File: src/pkg/ccu_defines.svh
/*
 * Register offsets, field positions, mode codes and reset values of the capture/compare unit.
 * Assumes it is included by its bare name from any file that needs the constants.
 */
`ifndef CCU_DEFINES_SVH
`define CCU_DEFINES_SVH

// Byte offsets of the word-aligned registers on the APB.
`define CCU_ADDR_VAL_LO   8'h00
`define CCU_ADDR_VAL_HI   8'h04
`define CCU_ADDR_CTRL     8'h08
`define CCU_ADDR_STAT     8'h0C

// Mode field codes.
`define CCU_MODE_OFF      4'h0
`define CCU_MODE_TOGGLE   4'h2
`define CCU_MODE_CAP_FALL 4'h4
`define CCU_MODE_CAP_RISE 4'h5
`define CCU_MODE_CAP_4    4'h6
`define CCU_MODE_CAP_16   4'h7
`define CCU_MODE_CMP_SET  4'h8
`define CCU_MODE_CMP_CLR  4'h9
`define CCU_MODE_CMP_SOFT 4'hA
`define CCU_MODE_CMP_TRIG 4'hB

// Control and status fields.
`define CCU_CTRL_RESET    6'h00
`define CCU_STAT_FLAG     0
`define CCU_STAT_IRQ_EN   1

// Prescaler terminal counts for every 4th and every 16th edge.
`define CCU_PRESC_TC4     4'h3
`define CCU_PRESC_TC16    4'hF

`endif

File: src/pkg/ccu_pkg.sv
/*
 * Types shared by the capture/compare unit and its helpers.
 * Assumes ccu_defines.svh is on the include path.
 */
package ccu_pkg;
    `include "ccu_defines.svh"

    typedef struct packed {
        logic        psel;
        logic        penable;
        logic        pwrite;
        logic [7:0]  paddr;
        logic [31:0] pwdata;
    } apb_req_s;

    typedef struct packed {
        logic [31:0] prdata;
        logic        pready;
        logic        pslverr;
    } apb_rsp_s;

    typedef struct packed {
        logic [15:0] first;
        logic [15:0] third;
    } timer_pair_s;

    typedef struct packed {
        logic first;
        logic third;
    } timer_clear_s;

    typedef enum logic [1:0] {PRESC_EACH, PRESC_4, PRESC_16} presc_sel_e;

    // Capture modes occupy codes 0100 to 0111.
    function automatic logic is_capture(input logic [3:0] mode);
        is_capture = (mode[3:2] == 2'h1);
    endfunction

    // Compare modes are the toggle code and codes 1000 to 1011.
    function automatic logic is_compare(input logic [3:0] mode);
        is_compare = (mode == `CCU_MODE_TOGGLE) || (mode[3:2] == 2'h2);
    endfunction
endpackage

File: src/verilog/ccu_pin_edge.sv
/*
 * Two-flop synchroniser and edge detector for the unit's pin.
 * Assumes the pin is asynchronous to CLK.
 */
`timescale 1ns/1ns
module ccu_pin_edge (
    // Clock and reset.
    input  wire logic clk,
    input  wire logic rst,
    // Raw pin and detected edges.
    input  wire logic pin_in,
    output logic      rise,
    output logic      fall
);
    typedef struct packed {
        logic s1;
        logic s2;
        logic s3;
    } edge_state_s;

    edge_state_s st_r;
    edge_state_s st_nxt;

    // The first stage feeds only the second one.
    always_comb begin
        st_nxt    = st_r;
        st_nxt.s1 = pin_in;
        st_nxt.s2 = st_r.s1;
        st_nxt.s3 = st_r.s2;
    end

    always_ff @(posedge clk) begin
        if (rst) begin
            st_r <= '0;
        end else begin
            st_r <= st_nxt;
        end
    end

    // Edges are seen only between settled samples.
    assign rise = st_r.s2 & ~st_r.s3;
    assign fall = ~st_r.s2 & st_r.s3;
endmodule // ccu_pin_edge

File: src/verilog/ccu_prescaler.sv
/*
 * Capture event prescaler: passes each, every 4th or every 16th edge.
 * Assumes edge pulses are one cycle long and on the same clock.
 */
`timescale 1ns/1ns
`include "ccu_defines.svh"
module ccu_prescaler
    import ccu_pkg::*;
#(
    parameter int CNT_W = 4
) (
    // Clock and reset.
    input  wire logic       clk,
    input  wire logic       rst,
    // Control.
    input  wire logic       clear,
    input  ccu_pkg::presc_sel_e sel,
    // Events.
    input  wire logic       ev_in,
    output logic            ev_out
);
    typedef struct packed {
        logic [CNT_W-1:0] count;
        logic             out;
    } presc_state_s;

    presc_state_s     st_r;
    presc_state_s     st_nxt;
    logic [CNT_W-1:0] tc;

    // Count is cleared outside capture; a mode change between capture settings keeps it.
    always_comb begin
        st_nxt     = st_r;
        st_nxt.out = 1'b0;
        tc         = (sel == PRESC_16) ? `CCU_PRESC_TC16 : `CCU_PRESC_TC4;
        if (clear) begin
            st_nxt.count = '0;
        end else if (ev_in) begin
            if (sel == PRESC_EACH || st_r.count == tc) begin
                st_nxt.count = '0;
                st_nxt.out   = 1'b1;
            end else begin
                st_nxt.count = st_r.count + 1'b1;
            end
        end
    end

    always_ff @(posedge clk) begin
        if (rst) begin
            st_r <= '0;
        end else begin
            st_r <= st_nxt;
        end
    end

    assign ev_out = st_r.out;
endmodule // ccu_prescaler

File: src/verilog/ccu_top.sv
/*
 * One capture/compare unit with an APB register slave.
 * Assumes a 20 MHz CLK, timer counts and converter status on CLK, and an asynchronous pin.
 */
// How it works
// Capture selection change may raise flag falsely.
// Software masks and clears flag around changes.
// Prescaler cleared when off, non-capture, reset.
// Capture-to-capture change keeps count, may flag.
// Software disables first, then writes new mode.
// Compare value continuously against selected timer.
// Match drives, clears, toggles or keeps pin; flags.
// Control written zero forces compare latch low.
// Serving timer must run synchronised to clock.
// Software makes the pin an output; the unit raises PIN_OE itself in toggle, set, clear modes.
// Software interrupt mode flags, pin untouched.
// Units 1, 2 trigger clears selected timer.
// Unit 2 trigger starts enabled converter.
// Trigger clear never sets timer flag.
// Identical layouts; value bytes survive resets.
// Mode field codes select unit behaviour.
// Capture copies selected timer and sets flag.
// New capture overwrites; flag held until cleared.
// External timer-select bit picks timer.
// Special trigger is a one-cycle pulse.
// Duty low bits stored, read, otherwise unused.
`timescale 1ns/1ns
`include "ccu_defines.svh"
module ccu_top
    import ccu_pkg::*;
#(
    parameter int UNIT_NUM = 1
) (
    // Clock and reset.
    input  wire logic           CLK,
    input  wire logic           RST,
    // APB slave.
    input  ccu_pkg::apb_req_s     APB_REQ,
    output ccu_pkg::apb_rsp_s     APB_RSP,
    // Timer side.
    input  ccu_pkg::timer_pair_s  TIMER_COUNT,
    input  wire logic           TIMER_SEL,
    output ccu_pkg::timer_clear_s TIMER_CLEAR,
    output logic                TIMER_FLAG_BLOCK,
    // Converter.
    input  wire logic           ADC_ENABLED,
    output logic                ADC_START,
    // Pin.
    input  wire logic           PIN_IN,
    output logic                PIN_OUT,
    output logic                PIN_OE,
    // Interrupt flag and request to the interrupt controller.
    output logic                IRQ_FLAG,
    output logic                IRQ_REQUEST
);
    import ccu_pkg::*;

    typedef struct packed {
        logic [5:0]   ctrl;
        logic [15:0]  value;
        logic         flag;
        logic         irq_en;
        logic         latch;
        logic         oe;
        logic         eq_prev;
        apb_rsp_s     rsp;
        timer_clear_s tclr;
        logic         tblock;
        logic         adc;
        logic         irq;
    } unit_state_s;

    unit_state_s st_r;
    unit_state_s st_nxt;

    logic [3:0]  mode;
    logic [15:0] sel_count;
    logic        eq;
    logic        match_ev;
    logic        cap_ev;
    logic        rise;
    logic        fall;
    logic        presc_ev;
    logic        cap_ev_raw;
    logic        presc_clear;
    presc_sel_e  presc_sel;
    logic        setup;
    logic        access;
    logic        wr;
    logic        wr_ctrl;
    logic        wr_stat;
    logic [3:0]  new_mode;
    logic        trig_unit;

    // Reset value: every field but the value bytes, which survive resets.
    localparam unit_state_s ST_RESET = '{
        ctrl: `CCU_CTRL_RESET, value: 16'h0000, flag: 1'b0, irq_en: 1'b0,
        latch: 1'b0, oe: 1'b0, eq_prev: 1'b0, rsp: '0, tclr: '0,
        tblock: 1'b0, adc: 1'b0, irq: 1'b0};

    // Read data for an offset; unmapped offsets read zero.
    function automatic logic [31:0] read_word(input logic [7:0] a, input unit_state_s s);
        case (a)
            `CCU_ADDR_VAL_LO: read_word = {24'h000000, s.value[7:0]};
            `CCU_ADDR_VAL_HI: read_word = {24'h000000, s.value[15:8]};
            `CCU_ADDR_CTRL:   read_word = {26'h0000000, s.ctrl};
            `CCU_ADDR_STAT:   read_word = {30'h00000000, s.irq_en, s.flag};
            default:          read_word = 32'h00000000;
        endcase
    endfunction

    function automatic logic mapped(input logic [7:0] a);
        mapped = (a == `CCU_ADDR_VAL_LO) || (a == `CCU_ADDR_VAL_HI) ||
                 (a == `CCU_ADDR_CTRL) || (a == `CCU_ADDR_STAT);
    endfunction

    // Pin edges, with the synchroniser inside.
    ccu_pin_edge u_edge (
        .clk    (CLK),
        .rst    (RST),
        .pin_in (PIN_IN),
        .rise   (rise),
        .fall   (fall)
    );

    // Prescaler event source and division follow the current mode.
    assign mode        = st_r.ctrl[3:0];
    assign presc_clear = ~is_capture(mode);
    assign presc_ev    = (mode == `CCU_MODE_CAP_FALL) ? fall : rise;
    always_comb begin
        case (mode)
            `CCU_MODE_CAP_4:  presc_sel = PRESC_4;
            `CCU_MODE_CAP_16: presc_sel = PRESC_16;
            default:          presc_sel = PRESC_EACH;
        endcase
    end

    ccu_prescaler #(
        .CNT_W (4)
    ) u_presc (
        .clk    (CLK),
        .rst    (RST),
        .clear  (presc_clear),
        .sel    (presc_sel),
        .ev_in  (presc_ev),
        .ev_out (cap_ev_raw)
    );

    // Compare against the selected timer; an event is the first cycle of equality,
    // so a timer that dwells on one count does not retrigger.
    assign sel_count = TIMER_SEL ? TIMER_COUNT.third : TIMER_COUNT.first;
    assign eq        = (sel_count == st_r.value);
    assign match_ev  = is_compare(mode) & eq & ~st_r.eq_prev;
    assign cap_ev    = cap_ev_raw & is_capture(mode);
    assign trig_unit = (UNIT_NUM == 1) || (UNIT_NUM == 2);

    // APB phases: ready is raised for the access cycle following each setup.
    assign setup    = APB_REQ.psel & ~APB_REQ.penable;
    assign access   = APB_REQ.psel & APB_REQ.penable & st_r.rsp.pready;
    assign wr       = access & APB_REQ.pwrite;
    assign wr_ctrl  = wr & (APB_REQ.paddr == `CCU_ADDR_CTRL);
    assign wr_stat  = wr & (APB_REQ.paddr == `CCU_ADDR_STAT);
    assign new_mode = APB_REQ.pwdata[3:0];

    // Writes go first, hardware events after them so that a set beats a clear; the latch setup of a control write comes last.
    always_comb begin
        st_nxt             = st_r;
        st_nxt.tclr        = '0;
        st_nxt.tblock      = 1'b0;
        st_nxt.adc         = 1'b0;
        st_nxt.eq_prev     = eq;
        st_nxt.rsp.pready  = setup;
        st_nxt.rsp.pslverr = setup & ~mapped(APB_REQ.paddr);
        st_nxt.rsp.prdata  = setup ? read_word(APB_REQ.paddr, st_r) : 32'h00000000;

        if (wr && APB_REQ.paddr == `CCU_ADDR_VAL_LO) begin
            st_nxt.value[7:0] = APB_REQ.pwdata[7:0];
        end
        if (wr && APB_REQ.paddr == `CCU_ADDR_VAL_HI) begin
            st_nxt.value[15:8] = APB_REQ.pwdata[7:0];
        end
        if (wr_stat) begin
            if (APB_REQ.pwdata[`CCU_STAT_FLAG]) begin
                st_nxt.flag = 1'b0;
            end
            st_nxt.irq_en = APB_REQ.pwdata[`CCU_STAT_IRQ_EN];
        end
        if (wr_ctrl) begin
            st_nxt.ctrl = APB_REQ.pwdata[5:0];
            // A direct hop between capture settings looks like an event.
            if (is_capture(mode) && is_capture(new_mode) && mode != new_mode) begin
                st_nxt.flag = 1'b1;
            end
        end

        // Captured count overwrites any earlier value, and any write this cycle.
        if (cap_ev) begin
            st_nxt.value = sel_count;
            st_nxt.flag  = 1'b1;
        end

        if (match_ev) begin
            st_nxt.flag = 1'b1;
            case (mode)
                `CCU_MODE_TOGGLE:  st_nxt.latch = ~st_r.latch;
                `CCU_MODE_CMP_SET: st_nxt.latch = 1'b1;
                `CCU_MODE_CMP_CLR: st_nxt.latch = 1'b0;
                `CCU_MODE_CMP_TRIG: begin
                    if (trig_unit) begin
                        st_nxt.tclr.first = ~TIMER_SEL;
                        st_nxt.tclr.third = TIMER_SEL;
                        st_nxt.tblock     = 1'b1;
                    end
                    st_nxt.adc = (UNIT_NUM == 2) & ADC_ENABLED;
                end
                default: st_nxt.latch = st_r.latch;
            endcase
        end

        // A control write to off, set or clear mode initialises the latch and outranks a match in the same cycle.
        if (wr_ctrl) begin
            case (new_mode)
                `CCU_MODE_OFF:     st_nxt.latch = 1'b0;
                `CCU_MODE_CMP_SET: st_nxt.latch = 1'b0;
                `CCU_MODE_CMP_CLR: st_nxt.latch = 1'b1;
                default:           st_nxt.latch = st_nxt.latch;
            endcase
        end

        // Only the pin-driving compare modes enable the output.
        st_nxt.oe  = (st_nxt.ctrl[3:0] == `CCU_MODE_TOGGLE) ||
                     (st_nxt.ctrl[3:0] == `CCU_MODE_CMP_SET) ||
                     (st_nxt.ctrl[3:0] == `CCU_MODE_CMP_CLR);
        st_nxt.irq = st_nxt.flag & st_nxt.irq_en;
    end

    // Synchronous reset; value bytes keep their content.
    always_ff @(posedge CLK) begin
        if (RST) begin
            st_r       <= ST_RESET;
            st_r.value <= st_r.value;
        end else begin
            st_r <= st_nxt;
        end
    end

    // Every output is a field of the state register.
    assign APB_RSP          = st_r.rsp;
    assign TIMER_CLEAR      = st_r.tclr;
    assign TIMER_FLAG_BLOCK = st_r.tblock;
    assign ADC_START        = st_r.adc;
    assign PIN_OUT          = st_r.latch;
    assign PIN_OE           = st_r.oe;
    assign IRQ_FLAG         = st_r.flag;
    assign IRQ_REQUEST      = st_r.irq;
endmodule // ccu_top

File: config.mk
export PLATFORM = sky130hd
export DESIGN_NAME = ccu_top
export DESIGN_NICKNAME = d
export VERILOG_FILES = /design/src/pkg/ccu_pkg.sv /design/src/verilog/ccu_pin_edge.sv /design/src/verilog/ccu_prescaler.sv /design/src/verilog/ccu_top.sv
export VERILOG_INCLUDE_DIRS = /design/src /design/src/pkg
export SDC_FILE = /design/constraint.sdc
export NUM_CORES = 1
export LEC_CHECK = 0
export BUFFER_PORTS_ARGS = -buffer_cell sky130_fd_sc_hd__buf_2
export CAP_MARGIN = 20
export CORE_MARGIN = 1
export CORE_UTILIZATION = 43
export CTS_CLUSTER_DIAMETER = 100
export DETAILED_ROUTE_END_ITERATION = 6
export PLACE_DENSITY = 0.88
export SYNTH_ARGS = -nofsm -noshare
export SYNTH_HDL_FRONTEND = slang
export SYNTH_SLANG_ARGS = --single-unit
File: constraint.sdc
create_clock -name CLK -period 1.9 [get_ports CLK]
set_input_delay 0.38 -clock CLK [delete_from_list [all_inputs] [get_ports CLK]]
set_output_delay 0.38 -clock CLK [all_outputs]
set_load 0.005 [all_outputs]
==> flow_metrics.tcl <==
set metrics [dict create \
    place_inst 436 \
    reg2reg_slack_ns 0.12 \
    syn2layout_area_growth_pct 26.79 \
    vias 2268 \
    critPathLaunchType "input port" \
    clock_path_buffers 2 \
    start_util_pct 45.46 \
    crit_type "input port to register" \
    grt_setup_unrepaired "yes" \
    crit_fanout 7 \
    placed_area_sq_um 3213 \
    ys_warn_count 0 \
    synth_top_family_by_area "simple AND/OR/NAND/NOR gates" \
    grt.total_usage_pct 19.95 \
    min_from "PIN_IN" \
    place.detailed.hpwl_um 4876 \
    antenna_found_initial 0 \
    multi_input_area_sq_um 1488 \
    fin_setup_tns_ns 0 \
    met3_usage_pct 3.556 \
    insertion_delay_ns 0.30 \
    synth_edf_count 16 \
    async_flop_share_pct 0 \
    drv_cap 0 \
    cts_tree "done" \
    synthSimpleGateAreaFrac_pct 17.94 \
    fmax_mhz 536.6 \
    final_util_pct 57.64 \
    min_to "u_edge.st_nxt[1]$_SDFF_PP0_" \
    io_pins 122 \
    worstReg2RegStart "st_r[46]$_DFFE_PP_" \
    cp_slowest_cell "nor4_2" \
    period_share_pct 98.08 \
    use_met1_pct 23.16 \
    gp_congestion 0.8630 \
    holdWs_ns 0.2866 \
    root_buffer "clkbuf_8" \
    synth-main-ff-cell "dfxtp_1" \
    power_density_nw_per_um2 570.1 \
    clock_sinks 49 \
    synth_fa_ha_area_share_pct 0.4541 \
    final.setup.worst_slack_ns 0.03641 \
    crit_chain "buf_8 -> buf_12 -> mux2i_1 -> buf_4 -> xnor2_1 -> nor4_2 -> nand3_2 -> buf_6 -> nand4b_1 -> o211a_1" \
    clkTransAtPathRegs_ns 0.08 \
    min_path_cells 2 \
    hp-class "input port to register" \
    route.detailed.drc 0 \
    required_ns 2.10 \
    critPathTopFamily "simple AND/OR/NAND/NOR gates" \
    min_period_ns 1.864 \
    pre_cts_ws_ns -0.3488 \
    crit_arrival_ns 2.06 \
    worstReg2RegEnd "PIN_OUT$_SDFF_PP0_" \
    setup_violations 0 \
    syn-cell-area_sq_um 2755 \
    top_usage_layer "met2" \
    drive_gt1_share_pct 36.12 \
    wire_per_inst_um 15.18 \
    num_antenna_cells 0 \
    finalWirelength_um 6771 \
    grt_overflow_total 0 \
    die_h_um 82.05 \
    ys_ff_latch 49 \
    ir_drop_uv 406.0 \
    io_buffers 71 \
    fin_cells 446 \
    cts_inserted_buffers 5 \
    drt_iter0_markers 150 \
    die_area_sq_um 6731 \
    skew_ns 0.004606 \
    synth_cell_types 39 \
    ys_seq_area_share_pct 41.42 \
    p_total_mw 1.992 \
    finalInstanceArea_sq_um 3493 \
    drtPass1Iterations 4 \
    synthCells 287 \
    dieWidth_um 82.05 \
    max_stage_delay_ns 0.32 \
    synth_compound_area_share_pct 6.903 \
    postCtsHoldBufs 0 \
    outcome "finished, final reports clean" \
    avgSynthCellArea_sq_um 9.600 \
    use_met2_pct 34.63 \
    p_leak_nw 1.463 \
    grt_pass1_wl_um 9908 \
    coreArea_sq_um 6061 \
    drtAntennaViolNets 0 \
    fin_nets 451 \
    htree_levels 2 \
    finalHoldViolations 0 \
    seq_area_sq_um 1141 \
    reg2regPathDepth 6 \
    slew_viol_final 0 \
    n_fill_cell 496 \
    path_buf_inv 4 \
    critPathCaptureType "register" \
    grt_pass1_vias 2163 \
    synthXorXnorAreaFrac_pct 6.676 \
    startpoint "TIMER_SEL" \
    vias_per_cell 5.085 \
    num_rows 28 \
    grt_max_degree 20 \
    synth.mux.area_fraction_pct 13.17 \
]
[where the power goes]
| group | internal, mW | switching (mW) | leakage (nW) |
|---|---|---|---|
| Clock | 0.262 | 0.333 | 0.0395 |
| Combinational | 0.160 | 0.152 | 1.01 |
| Sequential | 1.08 | 0.00140 | 0.410 |
[metal layers]
metal  up-vias  part of all wire (%)
li1       1093                     -
met1      1034                    40
met2       115                    50
met3        26                   6.8
met4         0                   3.5
met5         -                     0
[what timing repair did]
action,CTS,global route
gates cloned,0,1
pin swaps,2,9
setup endpoints to repair,5,5
setup buffers,0,1
resized for setup,3,29
[sequential cells by signal, summed over array words and instances, names as in the netlist]
| signal | flops |
|---|---|
| u_edge.st_nxt | 2 |
| APB_RSP | 10 |
| u_presc.ev_out | 1 |
| TIMER_FLAG_BLOCK | 1 |
| u_edge.st_r | 1 |
| IRQ_REQUEST | 1 |
| TIMER_CLEAR | 2 |
| mode | 4 |
| st_r | 20 |
| u_presc.st_r | 4 |
| PIN_OE | 1 |
| PIN_OUT | 1 |
| IRQ_FLAG | 1 |
[cell type report]
class,instances,share of cell area [%]
well taps,75,2.686
inverters,4,0.4298
flip-flops and latches,49,32.66
multi-input cells,208,42.59
clock buffers,8,2.292
repair buffers,102,19.34
[kinds of logic (layout without fill, tap and decap cells)]
| kind of cell | count (synthesis) | in the layout |
|---|---|---|
| AOI/OAI and AO/OA | 35 | 35 |
| xor gates and xnor gates | 21 | 21 |
| adders and majority gates | 1 | 1 |
| buffers and inverters | 54 | 114 |
| DFF | 49 | 49 |
| muxes | 33 | 33 |
| other | 1 | 25 |
| and+or+nand+nor | 93 | 93 |
[worst max path at each step]
stage	to	slack, ns	cells past startpoint
final	PIN_OUT$_SDFF_PP0_	0.04	10
after global routing	IRQ_FLAG$_SDFF_PP0_	-0.08	10
after CTS	IRQ_FLAG$_SDFF_PP0_	-0.02	10
after detailed placement	TIMER_CLEAR[1]$_SDFF_PP0_	-0.35	8
after global placement	IRQ_REQUEST$_SDFF_PP0_	-0.29	8
after floorplan	IRQ_FLAG$_SDFF_PP0_	0.0006	8
[layout by cell type, fill, tap and decap left out, types with 4 or more instances in the layout]
master     n
a21oi_1   29
buf_2     70
buf_4     23
clkbuf_8   5
conb_1    25
dfxtp_1   33
edfxtp_1  16
inv_1      4
mux2i_1   19
mux2i_2    7
mux2i_4    5
nor2_1    37
nor2b_1   11
nor3_1     8
xnor2_1   15
xor2_1     5
[Yosys cell counts (4+ instances only)]
library cell | n | area (sq um)
clkbuf_1 | 8 | 30.03
dfxtp_1 | 33 | 660.6
mux2i_1 | 29 | 290.3
nor2_1 | 40 | 150.1
nor3_1 | 9 | 45.04
nor2b_1 | 11 | 68.82
inv_1 | 4 | 15.01
xnor2_1 | 16 | 140.1
xor2_1 | 5 | 43.79
edfxtp_1 | 16 | 480.5
buf_4 | 37 | 277.8
a21oi_1 | 29 | 145.1
(Power assumes the default switching activity.)
